===== src/ssc_pkg.sv =====
// Shared types and constants of the suspend and system management control.
`default_nettype none

package ssc_pkg;

  // ********************************************************************
  // Packet carried on the serial wire
  // ********************************************************************
  localparam int unsigned PKT_W = 8;

  typedef struct packed {
    logic [3:0] kind;
    logic [3:0] info;
  } ssc_pkt_t;

  // ********************************************************************
  // Serial framing
  // ********************************************************************
  // One start bit, then the packet with the least significant bit first.
  localparam logic [3:0] SER_FRAME_BITS = 4'h9;
  localparam logic [3:0] SER_CNT_ZERO   = 4'h0;
  localparam logic [3:0] SER_CNT_ONE    = 4'h1;
  localparam logic       SER_START_BIT  = 1'b1;
  localparam logic       SER_IDLE_BIT   = 1'b0;

  // ********************************************************************
  // Two-entry packet buffer
  // ********************************************************************
  localparam logic [1:0] BUF_FULL_CNT = 2'h2;
  localparam logic [1:0] BUF_EMPTY    = 2'h0;
  localparam logic [1:0] BUF_ONE      = 2'h1;

  // ********************************************************************
  // Suspend sequencer states and reset values
  // ********************************************************************
  typedef enum logic [2:0] {
    SSC_RUN   = 3'b001,
    SSC_DRAIN = 3'b010,
    SSC_SUSPEND_REQ_N  = 3'b100
  } ssc_state_t;

  localparam logic PIN_IDLE_N = 1'b1;

endpackage : ssc_pkg

`default_nettype wire


===== src/ssc_ctrl.sv =====
// Suspend handshake, system management entry and serial status sender.
`default_nettype none

module ssc_ctrl (
  // Clock, reset and clock enable.
  input  wire logic            clk,
  input  wire logic            sys_rst,
  input  wire logic            clk_en,
  // Configuration levels.
  input  wire logic            suspend_pin_enable,
  input  wire logic            halt_to_suspend,
  input  wire logic            stop_all_clocks,
  // Pins from the system.
  input  wire logic            sys_mgmt_irq_n,
  input  wire logic            suspend_req_n,
  // Core handshake.
  input  wire logic            halt_exec,
  input  wire logic            core_idle,
  input  wire logic            wake_evt,
  input  wire logic            smm_exit,
  output logic                 sys_mgmt_mode,
  // Clock control and suspend acknowledge pin.
  output logic                 core_clk_stop,
  output logic                 all_clk_stop,
  output logic                 ext_clk_stop_ok,
  output logic                 suspend_ack_n_o,
  output logic                 suspend_ack_n_oe_n,
  // Status packet stream and serial wire.
  input  wire ssc_pkg::ssc_pkt_t pkt_data,
  input  wire logic            pkt_valid,
  output logic                 pkt_ready,
  output logic                 serial_packet_out
);
  import ssc_pkg::*;

  // ********************************************************************
  // Pin synchronisers
  // ********************************************************************
  logic [1:0] pin_s1_ff, pin_s2_ff, nxt_pin_s1, nxt_pin_s2;
  logic       smi_low, req_low;

  always_comb begin
    nxt_pin_s1 = pin_s1_ff;
    nxt_pin_s2 = pin_s2_ff;
    if (clk_en) begin
      nxt_pin_s1 = {suspend_req_n, sys_mgmt_irq_n};
      nxt_pin_s2 = pin_s1_ff;
    end
  end

  always_ff @(posedge clk) begin
    if (sys_rst) begin
      pin_s1_ff <= {PIN_IDLE_N, PIN_IDLE_N};
      pin_s2_ff <= {PIN_IDLE_N, PIN_IDLE_N};
    end else begin
      pin_s1_ff <= nxt_pin_s1;
      pin_s2_ff <= nxt_pin_s2;
    end
  end

  assign smi_low = ~pin_s2_ff[0];
  assign req_low = ~pin_s2_ff[1];

  // ********************************************************************
  // System management mode
  // ********************************************************************
  logic smm_ff, nxt_smm;
  always_comb begin
    nxt_smm = smm_ff;
    if (clk_en) begin
      if (smm_ff && smm_exit) begin
        nxt_smm = 1'b0;
      end else if (smi_low) begin
        // Held low after an exit, the level re-enters the mode.
        nxt_smm = 1'b1;
      end
    end
  end

  always_ff @(posedge clk) begin
    if (sys_rst) begin
      smm_ff <= 1'b0;
    end else begin
      smm_ff <= nxt_smm;
    end
  end

  assign sys_mgmt_mode = smm_ff;

  // ********************************************************************
  // Suspend sequencer
  // ********************************************************************
  ssc_state_t st_ff, nxt_st;
  logic       by_pin_ff, nxt_by_pin;
  logic       ack_n_ff, nxt_ack_n;
  logic       oe_n_ff, nxt_oe_n;
  logic       core_stop_ff, nxt_core_stop;
  logic       all_stop_ff, nxt_all_stop;
  logic       req_ok;
  assign req_ok = suspend_pin_enable & req_low;
  always_comb begin
    nxt_st        = st_ff;
    nxt_by_pin    = by_pin_ff;
    nxt_ack_n     = ack_n_ff;
    nxt_oe_n      = oe_n_ff;
    nxt_core_stop = core_stop_ff;
    nxt_all_stop  = all_stop_ff;
    if (clk_en) begin
      case (st_ff)
        SSC_RUN: begin
          if (halt_exec && halt_to_suspend) begin
            nxt_st     = SSC_SUSPEND_REQ_N;
            nxt_by_pin = 1'b0;
          end else if (req_ok) begin
            nxt_st     = SSC_DRAIN;
            nxt_by_pin = 1'b1;
          end
        end
        SSC_DRAIN: begin
          if (core_idle) begin
            nxt_st = SSC_SUSPEND_REQ_N;
          end
        end
        SSC_SUSPEND_REQ_N: begin
          if (by_pin_ff ? !req_low : wake_evt) begin
            nxt_st = SSC_RUN;
          end
        end
        default: nxt_st = SSC_RUN;
      endcase
      nxt_ack_n     = (nxt_st != SSC_SUSPEND_REQ_N);
      nxt_oe_n      = ~suspend_pin_enable;
      nxt_core_stop = (nxt_st == SSC_SUSPEND_REQ_N);
      nxt_all_stop  = (nxt_st == SSC_SUSPEND_REQ_N) && stop_all_clocks;
    end
  end

  always_ff @(posedge clk) begin
    if (sys_rst) begin
      st_ff        <= SSC_RUN;
      by_pin_ff    <= 1'b0;
      ack_n_ff     <= PIN_IDLE_N;
      oe_n_ff      <= 1'b1;
      core_stop_ff <= 1'b0;
      all_stop_ff  <= 1'b0;
    end else begin
      st_ff        <= nxt_st;
      by_pin_ff    <= nxt_by_pin;
      ack_n_ff     <= nxt_ack_n;
      oe_n_ff      <= nxt_oe_n;
      core_stop_ff <= nxt_core_stop;
      all_stop_ff  <= nxt_all_stop;
    end
  end

  assign suspend_ack_n_o    = ack_n_ff;
  assign suspend_ack_n_oe_n = oe_n_ff;
  assign core_clk_stop      = core_stop_ff;
  assign all_clk_stop       = all_stop_ff;
  // The system may stop its clock only in full-stop suspend with ack out.
  assign ext_clk_stop_ok = all_stop_ff & ~ack_n_ff & ~oe_n_ff;

  // ********************************************************************
  // Two-entry packet buffer
  // ********************************************************************
  ssc_pkt_t   buf_ff [2];
  ssc_pkt_t   nxt_buf [2];
  logic       wr_ptr_ff, rd_ptr_ff, nxt_wr_ptr, nxt_rd_ptr;
  logic [1:0] cnt_ff, nxt_cnt;
  logic       buf_valid, buf_pop, buf_push;
  assign pkt_ready = (cnt_ff != BUF_FULL_CNT) & clk_en;
  assign buf_valid = (cnt_ff != BUF_EMPTY);
  assign buf_push  = pkt_valid & pkt_ready;

  for (genvar e = 0; e < 2; e++) begin : g_entry
    always_comb begin
      nxt_buf[e] = buf_ff[e];
      if (buf_push && (wr_ptr_ff == 1'(e))) begin
        nxt_buf[e] = pkt_data;
      end
    end
  end

  always_comb begin
    nxt_wr_ptr = wr_ptr_ff ^ buf_push;
    nxt_rd_ptr = rd_ptr_ff ^ buf_pop;
    nxt_cnt    = cnt_ff;
    if (buf_push && !buf_pop) begin
      nxt_cnt = cnt_ff + BUF_ONE;
    end else if (!buf_push && buf_pop) begin
      nxt_cnt = cnt_ff - BUF_ONE;
    end
  end

  always_ff @(posedge clk) begin
    if (sys_rst) begin
      buf_ff[0] <= '0;
      buf_ff[1] <= '0;
      wr_ptr_ff <= 1'b0;
      rd_ptr_ff <= 1'b0;
      cnt_ff    <= BUF_EMPTY;
    end else begin
      buf_ff    <= nxt_buf;
      wr_ptr_ff <= nxt_wr_ptr;
      rd_ptr_ff <= nxt_rd_ptr;
      cnt_ff    <= nxt_cnt;
    end
  end

  // ********************************************************************
  // Serial sender
  // ********************************************************************
  logic [PKT_W-1:0] sh_ff, nxt_sh;
  logic [3:0]       bits_ff, nxt_bits;
  logic             ser_ff, nxt_ser;

  // A packet is taken only when the wire is idle, which stalls the buffer.
  assign buf_pop = clk_en & buf_valid & (bits_ff == SER_CNT_ZERO);

  always_comb begin
    nxt_sh   = sh_ff;
    nxt_bits = bits_ff;
    nxt_ser  = ser_ff;
    if (buf_pop) begin
      nxt_sh   = buf_ff[rd_ptr_ff];
      nxt_bits = SER_FRAME_BITS;
      nxt_ser  = SER_START_BIT;
    end else if (clk_en && (bits_ff != SER_CNT_ZERO)) begin
      nxt_bits = bits_ff - SER_CNT_ONE;
      nxt_ser  = (bits_ff == SER_CNT_ONE) ? SER_IDLE_BIT : sh_ff[0];
      nxt_sh   = sh_ff >> 1;
    end
  end

  always_ff @(posedge clk) begin
    if (sys_rst) begin
      sh_ff   <= '0;
      bits_ff <= SER_CNT_ZERO;
      ser_ff  <= SER_IDLE_BIT;
    end else begin
      sh_ff   <= nxt_sh;
      bits_ff <= nxt_bits;
      ser_ff  <= nxt_ser;
    end
  end

  assign serial_packet_out = ser_ff;

  // ********************************************************************
  // Checks
  // ********************************************************************
  AST_SMI_ENTER: assert property (@(posedge clk) disable iff (sys_rst)
    clk_en && smi_low && !smm_ff |=> smm_ff) else $error("mode not entered");
  AST_SMI_LEVEL: assert property (@(posedge clk) disable iff (sys_rst)
    $rose(smm_ff) |-> $past(smi_low)) else $error("entry without low level");
  AST_PIN_IGNORED: assert property (@(posedge clk) disable iff (sys_rst)
    st_ff == SSC_RUN && !suspend_pin_enable |=> st_ff != SSC_DRAIN)
    else $error("suspend request taken while pin disabled");
  AST_DRAIN_WAIT: assert property (@(posedge clk) disable iff (sys_rst)
    st_ff == SSC_DRAIN && !core_idle |=> st_ff == SSC_DRAIN)
    else $error("suspend entered before core drained");
  AST_HALT_SUSPEND_REQ_N: assert property (@(posedge clk) disable iff (sys_rst)
    clk_en && st_ff == SSC_RUN && halt_exec && halt_to_suspend
    |=> st_ff == SSC_SUSPEND_REQ_N ##0 !suspend_ack_n_o) else $error("halt not taken");
  AST_ACK_MATCH: assert property (@(posedge clk) disable iff (sys_rst)
    !suspend_ack_n_o |-> st_ff == SSC_SUSPEND_REQ_N && core_clk_stop)
    else $error("acknowledge low outside suspend");
  AST_ACK_FLOAT: assert property (@(posedge clk) disable iff (sys_rst)
    clk_en && !suspend_pin_enable |=> suspend_ack_n_oe_n)
    else $error("acknowledge driven while pin disabled");
  AST_ALL_STOP: assert property (@(posedge clk) disable iff (sys_rst)
    all_clk_stop |-> core_clk_stop && !suspend_ack_n_o)
    else $error("all clocks stopped outside suspend");
  AST_RESUME: assert property (@(posedge clk) disable iff (sys_rst)
    clk_en && st_ff == SSC_SUSPEND_REQ_N && by_pin_ff && !req_low
    |=> suspend_ack_n_o && st_ff == SSC_RUN) else $error("ack not released");
  AST_SER_FRAME: assert property (@(posedge clk) disable iff (sys_rst)
    buf_pop |=> serial_packet_out && bits_ff == SER_FRAME_BITS)
    else $error("serial frame did not start with start bit");

endmodule : ssc_ctrl

`default_nettype wire


===== config.mk =====
export PLATFORM = sky130hd
export DESIGN_NAME = ssc_ctrl
export DESIGN_NICKNAME = d
export VERILOG_FILES = /design/src/ssc_pkg.sv /design/src/ssc_ctrl.sv
export SDC_FILE = /design/constraint.sdc
export NUM_CORES = 1
export LEC_CHECK = 0
export BUFFER_PORTS_ARGS = -buffer_cell sky130_fd_sc_hd__buf_4
export CELL_PAD_IN_SITES_DETAIL_PLACEMENT = 1
export CELL_PAD_IN_SITES_GLOBAL_PLACEMENT = 2
export CORE_MARGIN = 4
export CORE_UTILIZATION = 40
export CTS_BUF_LIST = sky130_fd_sc_hd__clkbuf_8
export DETAILED_ROUTE_END_ITERATION = 16
export GPL_TIMING_DRIVEN = 0
export PLACE_DENSITY_LB_ADDON = 0.1
export SLEW_MARGIN = 20
export SYNTH_ARGS = -nofsm -noshare
export SYNTH_HDL_FRONTEND = slang
export SYNTH_SLANG_ARGS = --single-unit

===== constraint.sdc =====
create_clock -name clk -period 3.59 [get_ports clk]
set_input_delay 0.5385 -clock clk [delete_from_list [all_inputs] [get_ports clk]]
set_output_delay 0.5385 -clock clk [all_outputs]
set_load 0.1 [all_outputs]

# Word-level counts from Yosys, hierarchy flattened
# Cells that the tools add are included.
[totals] register_bits=46 in_bits=21 out_inout_bits=8 word_cells=89
[classes] n_addsub=3 n_lt_le_gt_ge=1 n_eq_ne=8 n_mux=23 bitwise_logic=15 n_reduce_logical=19
[op_table] op="2-to-1 mux 8 bit" count=5
[op_table] op="2-to-1 mux 3 bit" count=5
[op_table] op="case mux 3 bit (3 select lines)" count=1
[op_table] op="logical AND 1 bit" count=8
[op_table] op="2-to-1 mux 1 bit" count=8
[op_table] op="2-to-1 mux 4 bit" count=2
[op_table] op="nonzero test 2 bit" count=4
[op_table] op="AND 1 bit" count=7
[op_table] op="equality test 3 bit (second input constant)" count=2
[op_table] op="NOT 1 bit" count=5
[op_table] op="equality test 4 x 1 -> 1 bit (second input constant)" count=1
[op_table] op="logical NOT 4 bit" count=1
[op_table] op="2-to-1 mux 2 bit" count=2
[op_table] op="nonzero test 4 bit" count=1
[op_table] op="subtractor 4 x 1 -> 4 bit (second input constant)" count=1
[op_table] op="equality test 3 x 1 -> 1 bit (second input constant)" count=1
[op_table] op="equality test 3 x 2 -> 1 bit (second input constant)" count=1
[op_table] op="!= test 3 bit (second input constant)" count=1
[op_table] op="AND reduction 3 bit" count=1
[op_table] op="adder 2 x 1 -> 2 bit (second input constant)" count=1
[op_table] op="greater-or-equal comparator 2 bit (second input constant)" count=1
[op_table] op="logical NOT 1 bit" count=2
[op_table] op="!= test 2 x 1 -> 1 bit (second input constant)" count=1
[op_table] op="!= test 2 bit (second input constant)" count=1
[op_table] op="other kinds (5)" count=6

# Logic depth before layout (Yosys ltp)
[logic_depth] ltp_word=8 ltp_mapped=10

# Worst setup path before layout
# OpenSTA, ideal clock, no wires.
[synth_timing] path_type="register to output" from="register all_stop_ff (netlist: all_clk_stop)" to="output port ext_clk_stop_ok" arrival_ns=3.253 required_time_ns=3.052 setup_slack_ns=-0.202 path_stages_with_launch=2 path_buffers=0 cell_sequence="dfxtp_1 -> nor3b_1"
[synth_between] elab_chain_len=2
[synth_rtl] item="start: declaration" line="ssc_ctrl.sv:98" text="logic all_stop_ff, nxt_all_stop;"
[synth_rtl] item="start signal: assignment" line="ssc_ctrl.sv:152" text="all_stop_ff <= nxt_all_stop;"
[synth_rtl] item="AND 1 bit (2 in a row)" line="ssc_ctrl.sv:161" text="assign ext_clk_stop_ok = all_stop_ff & ~ack_n_ff & ~oe_n_ff;"
[synth_rtl] item="end: declaration" line="ssc_ctrl.sv:25" text="output logic ext_clk_stop_ok,"
# Every way passes these cells.

# Worst setup path in the final report
[layout_timing] from="register bits_ff[0]" to="register cnt_ff[1]"
[layout_between] elab_chain_len=5 word_cells_on_any_way=7 cone_classes="mux: 1; bitwise: 1; reduce/logical: 5"
[layout_rtl] item="start: declaration" line="ssc_ctrl.sv:214" text="logic [3:0] bits_ff, nxt_bits;"
[layout_rtl] item="start signal: assignment" line="ssc_ctrl.sv:242" text="bits_ff <= nxt_bits;"
[layout_rtl] item="logical NOT 4 bit (*)" line="ssc_ctrl.sv:218" text="assign buf_pop = clk_en & buf_valid & (bits_ff == SER_CNT_ZERO);"
[layout_rtl] item="AND 1 bit (*)" line="ssc_ctrl.sv:218"
[layout_rtl] item="logical NOT 1 bit" line="ssc_ctrl.sv:188" text="if (buf_push && !buf_pop) begin"
[layout_rtl] item="logical AND 1 bit" line="ssc_ctrl.sv:188"
[layout_rtl] item="2-to-1 mux 2 bit or nonzero test 2 bit (tied branches)"
[layout_rtl] item="end signal: assignment" line="ssc_ctrl.sv:206" text="cnt_ff <= nxt_cnt;"
[layout_rtl] item="end: declaration" line="ssc_ctrl.sv:169" text="logic [1:0] cnt_ff, nxt_cnt;"
# Every way passes the cells marked *; elsewhere a longest branch is shown, timed or not.
# A chain may end at the register's enable or synchronous reset.

==> results.tsv <==
stage	metric	value	unit
finish	layout overhead on the synthesized area	18.1	%
power	PD cells	592	nW/um^2
setup_path	crit-path max cell delay	0.43	ns
yosys	number of enable flip-flop cells after synthesis	0	
cts	Post CTS Setup Buffer Count	0	
timing	worst hold slack	0.442	ns
placed_design	PortBufs	27	
cts	worst skew pair latency	0.30	ns
global_route	largest net degree at the start of global routing	13	
power	Sw Share	36.4	%
finish	share of cells above drive strength 1	24.2	%
power	sequential power share	43.1	%
power	clock power share	21.4	%
yosys	Mapped Cells	207	
floorplanning	IO Pins	29	
route	Vias	1598	
cts	TritonCTS clock tree	done	
timing	Slew @ Worst Pin	0.659	ns
timing	Fmax achieved	0.409	GHz
setup_path	Required @ worst endpoint	3.81	ns
yosys	top cell type's share of synthesized area	44.1	%
route	DRC viols	0	
floorplanning	Core ar.	5070	sq um
worst_hold_path	Hold Path Class	in2reg	
setup_path	CP max FO	10	
floorplanning	DIE HEIGHT	80.3	microns
cts	CTS Buffer Depth	2	
placed_design	worst slack, placed	1.14	ns
timing	RSZ-0062 raised after global routing	no	
flow_run	Max-Cap Viols	0	
yosys	syn nets	234	
setup_path	Reg-to-Reg Start	bits_ff[0]	
route	1st-iter DRT viols	54	
global_route	vias in the first global route	1699	
floorplanning	Die W	80.3	microns
timing	worst setup margin	1.15	ns
yosys	Mean Syn Cell Area	10.1	sq um
timing	Fin. Hold Viols	0	
yosys	register bit total from synthesis	46	
setup_path	Buf/Inv on CP	3	
cts	root buffer cell	clkbuf_8	
outcome	status	completed	
cts	CTS buffer count	5	
finish	most common cell after layout, fill and taps aside	dfxtp_1	
placed_design	GPL Wtd Cong	0.817	
global_route	GR peak layer	met2	
power	Max VDD drop	0.266	mV
global_route	grt ovf	0	
setup_path	Worst Setup End Kind	flip-flop	
power	Leak	0.961	nW
yosys	post-synthesis instance area	2090	sq um
setup_path	WS Path Type	reg2reg	
global_route	antenna violations before repair	0	
floorplanning	Site Rows	26	
yosys	Synth area leader	dfxtp_1	
timing	setup violators final	0	
route	vias per inst	5.15	
route	final WL	4.71	mm
cts	Sink Count	46	
timing	setup TNS	0	ns
worst_hold_path	hold path startpoint	sys_mgmt_irq_n	
timing	fin. max-slew vios	0	
yosys	Ys Warns	0	
route	Post-DRT Antenna Nets	0	
cts	H-tree depth	2	
floorplanning	Initial Utilization	41.1	%
cts	Clock Pin Slew Worst Setup and Hold Paths	0.08	ns
yosys	sequential element share of the synthesized area	44.1	%
yosys	ys async rst share	0	%
setup_path	type of origin of the critical path	flip-flop	
placed_design	dpl hpwl	3.57	mm
route	drt first pass iters	5	
setup_path	critical path startpoint	bits_ff[0]	
global_route	first-pass GRT wire length	8.01	mm
global_route	GRT Util Overall	16.4	%
yosys	top cells by area, synth	dfxtp_1 44%, mux2i_1 8.6%, nor2_1 5.9%	
power	Gate power share	35.5	%
cts	Resize count post-CTS	0	
finish	Nets	268	
finish	Core Util, Final	48.6	%
setup_path	crit-path leading delay family	simple AND/OR/NAND/NOR gates	
cts	cts hold-fix bufs	0	
yosys	main flop type after synthesis	dfxtp_1	
yosys	Unique masters post-synth	47	
setup_path	crit path DAT	2.67	ns
power	Internal Power	0.000928	W
route	WL/cell	15.2	microns
power	NetSw	0.000531	W
global_route	met1 Resource Use GR	17.7	%
timing	clock skew	0.0102	ns
floorplanning	die area	6440	sq um
timing	clock period minus worst slack	2.44	ns
setup_path	highest-delay cell along the critical path	or3b_4	
global_route	M2 GR Usage	30.7	%
power	total power	0.00146	W
timing	Worst slew margin	56.0	%
setup_path	cell chain of the critical path	inv_1 > ha_1 > or3b_4 > nor2_4 > buf_6 > inv_1 > ha_1 > or3_1 > a21oi_1	
finish	commonest cells after routing, fill and taps aside	46 x dfxtp_1, 33 x nor2_1, 27 x buf_4	
timing	period utilisation layout	68.1	%
global_route	met3 GRT Util	4.48	%
finish	n_diodes	0	
per-layer routing:
metal	wire, microns	vias to the layer above	share of wire (%)
met1	2000	766	42
met5	0	-	0
met4	63	0	1.3
met2	2450	29	52
li1	-	796	-
met3	198	7	4.2
synth_stat cells, types with 2 or more instances:
library cell  count
a211o_1           4
a211oi_1          3
a21o_2            2
a21oi_1           4
a222oi_1          6
a22oi_1           3
and2_1            4
buf_1             3
buf_2             3
buf_6             4
clkbuf_1          5
dfxtp_1          46
ha_1              6
inv_1             8
mux2_2            8
mux2i_1          18
nand2_1           5
nand3b_1          2
nor2_1           33
nor2b_1           4
nor3_1            3
nor3b_1           2
o21ai_0           4
xor2_1            4
state kept, by name (all words and copies together), names as in the netlist, 2 cells and up:
register,cells
buf_ff,16
cnt_ff,2
bits_ff,4
st_ff,3
sh_ff,8
pin_s1_ff,2
pin_s2_ff,2
power by group through the flow:
stage               Sequential (W)  Combinational (W)  Clock, W
floorplan                 0.000679           0.000356         0
global placement          0.000635           0.000501         0
detailed placement        0.000641           0.000523         0
CTS                       0.000629           0.000527  0.000324
global route              0.000639           0.000574  0.000347
finish                    0.000629           0.000518  0.000312
layout make-up:
| class | instances | area, sq um |
|---|---|---|
| buffer | 15 | 90.1 |
| fill | 606 | 2610 |
| sequential | 46 | 921 |
| inverter | 8 | 30.0 |
| clock buffer | 6 | 82.6 |
| timing repair buffer | 27 | 203 |
| multi-input combinational | 138 | 1050 |
| tap | 70 | 87.6 |
through the flow:
step | instance area, sq um | instances
floorplan | 2090 | 207
global placement | 2380 | 304
detailed placement | 2380 | 304
CTS | 2470 | 310
global route | 2470 | 310
finish | 2470 | 310
cells by family after synthesis:
logic type | share of synthesized area (%)
buf+inv | 5.75
simple gates | 15.7
flops | 44.1
fa+ha+maj | 3.59
mux | 12.9
xor+xnor | 2.10
compound gates | 15.8
final timing paths:
path	end	slack, ns	depth (start not counted)
max	cnt_ff[1]	1.15	9
min	pin_s1_ff[0]	0.44	2
max reg2reg	cnt_ff[1]	1.15	9
min reg2reg	pin_s2_ff[1]	0.47	1
(Power assumes the default switching activity.)
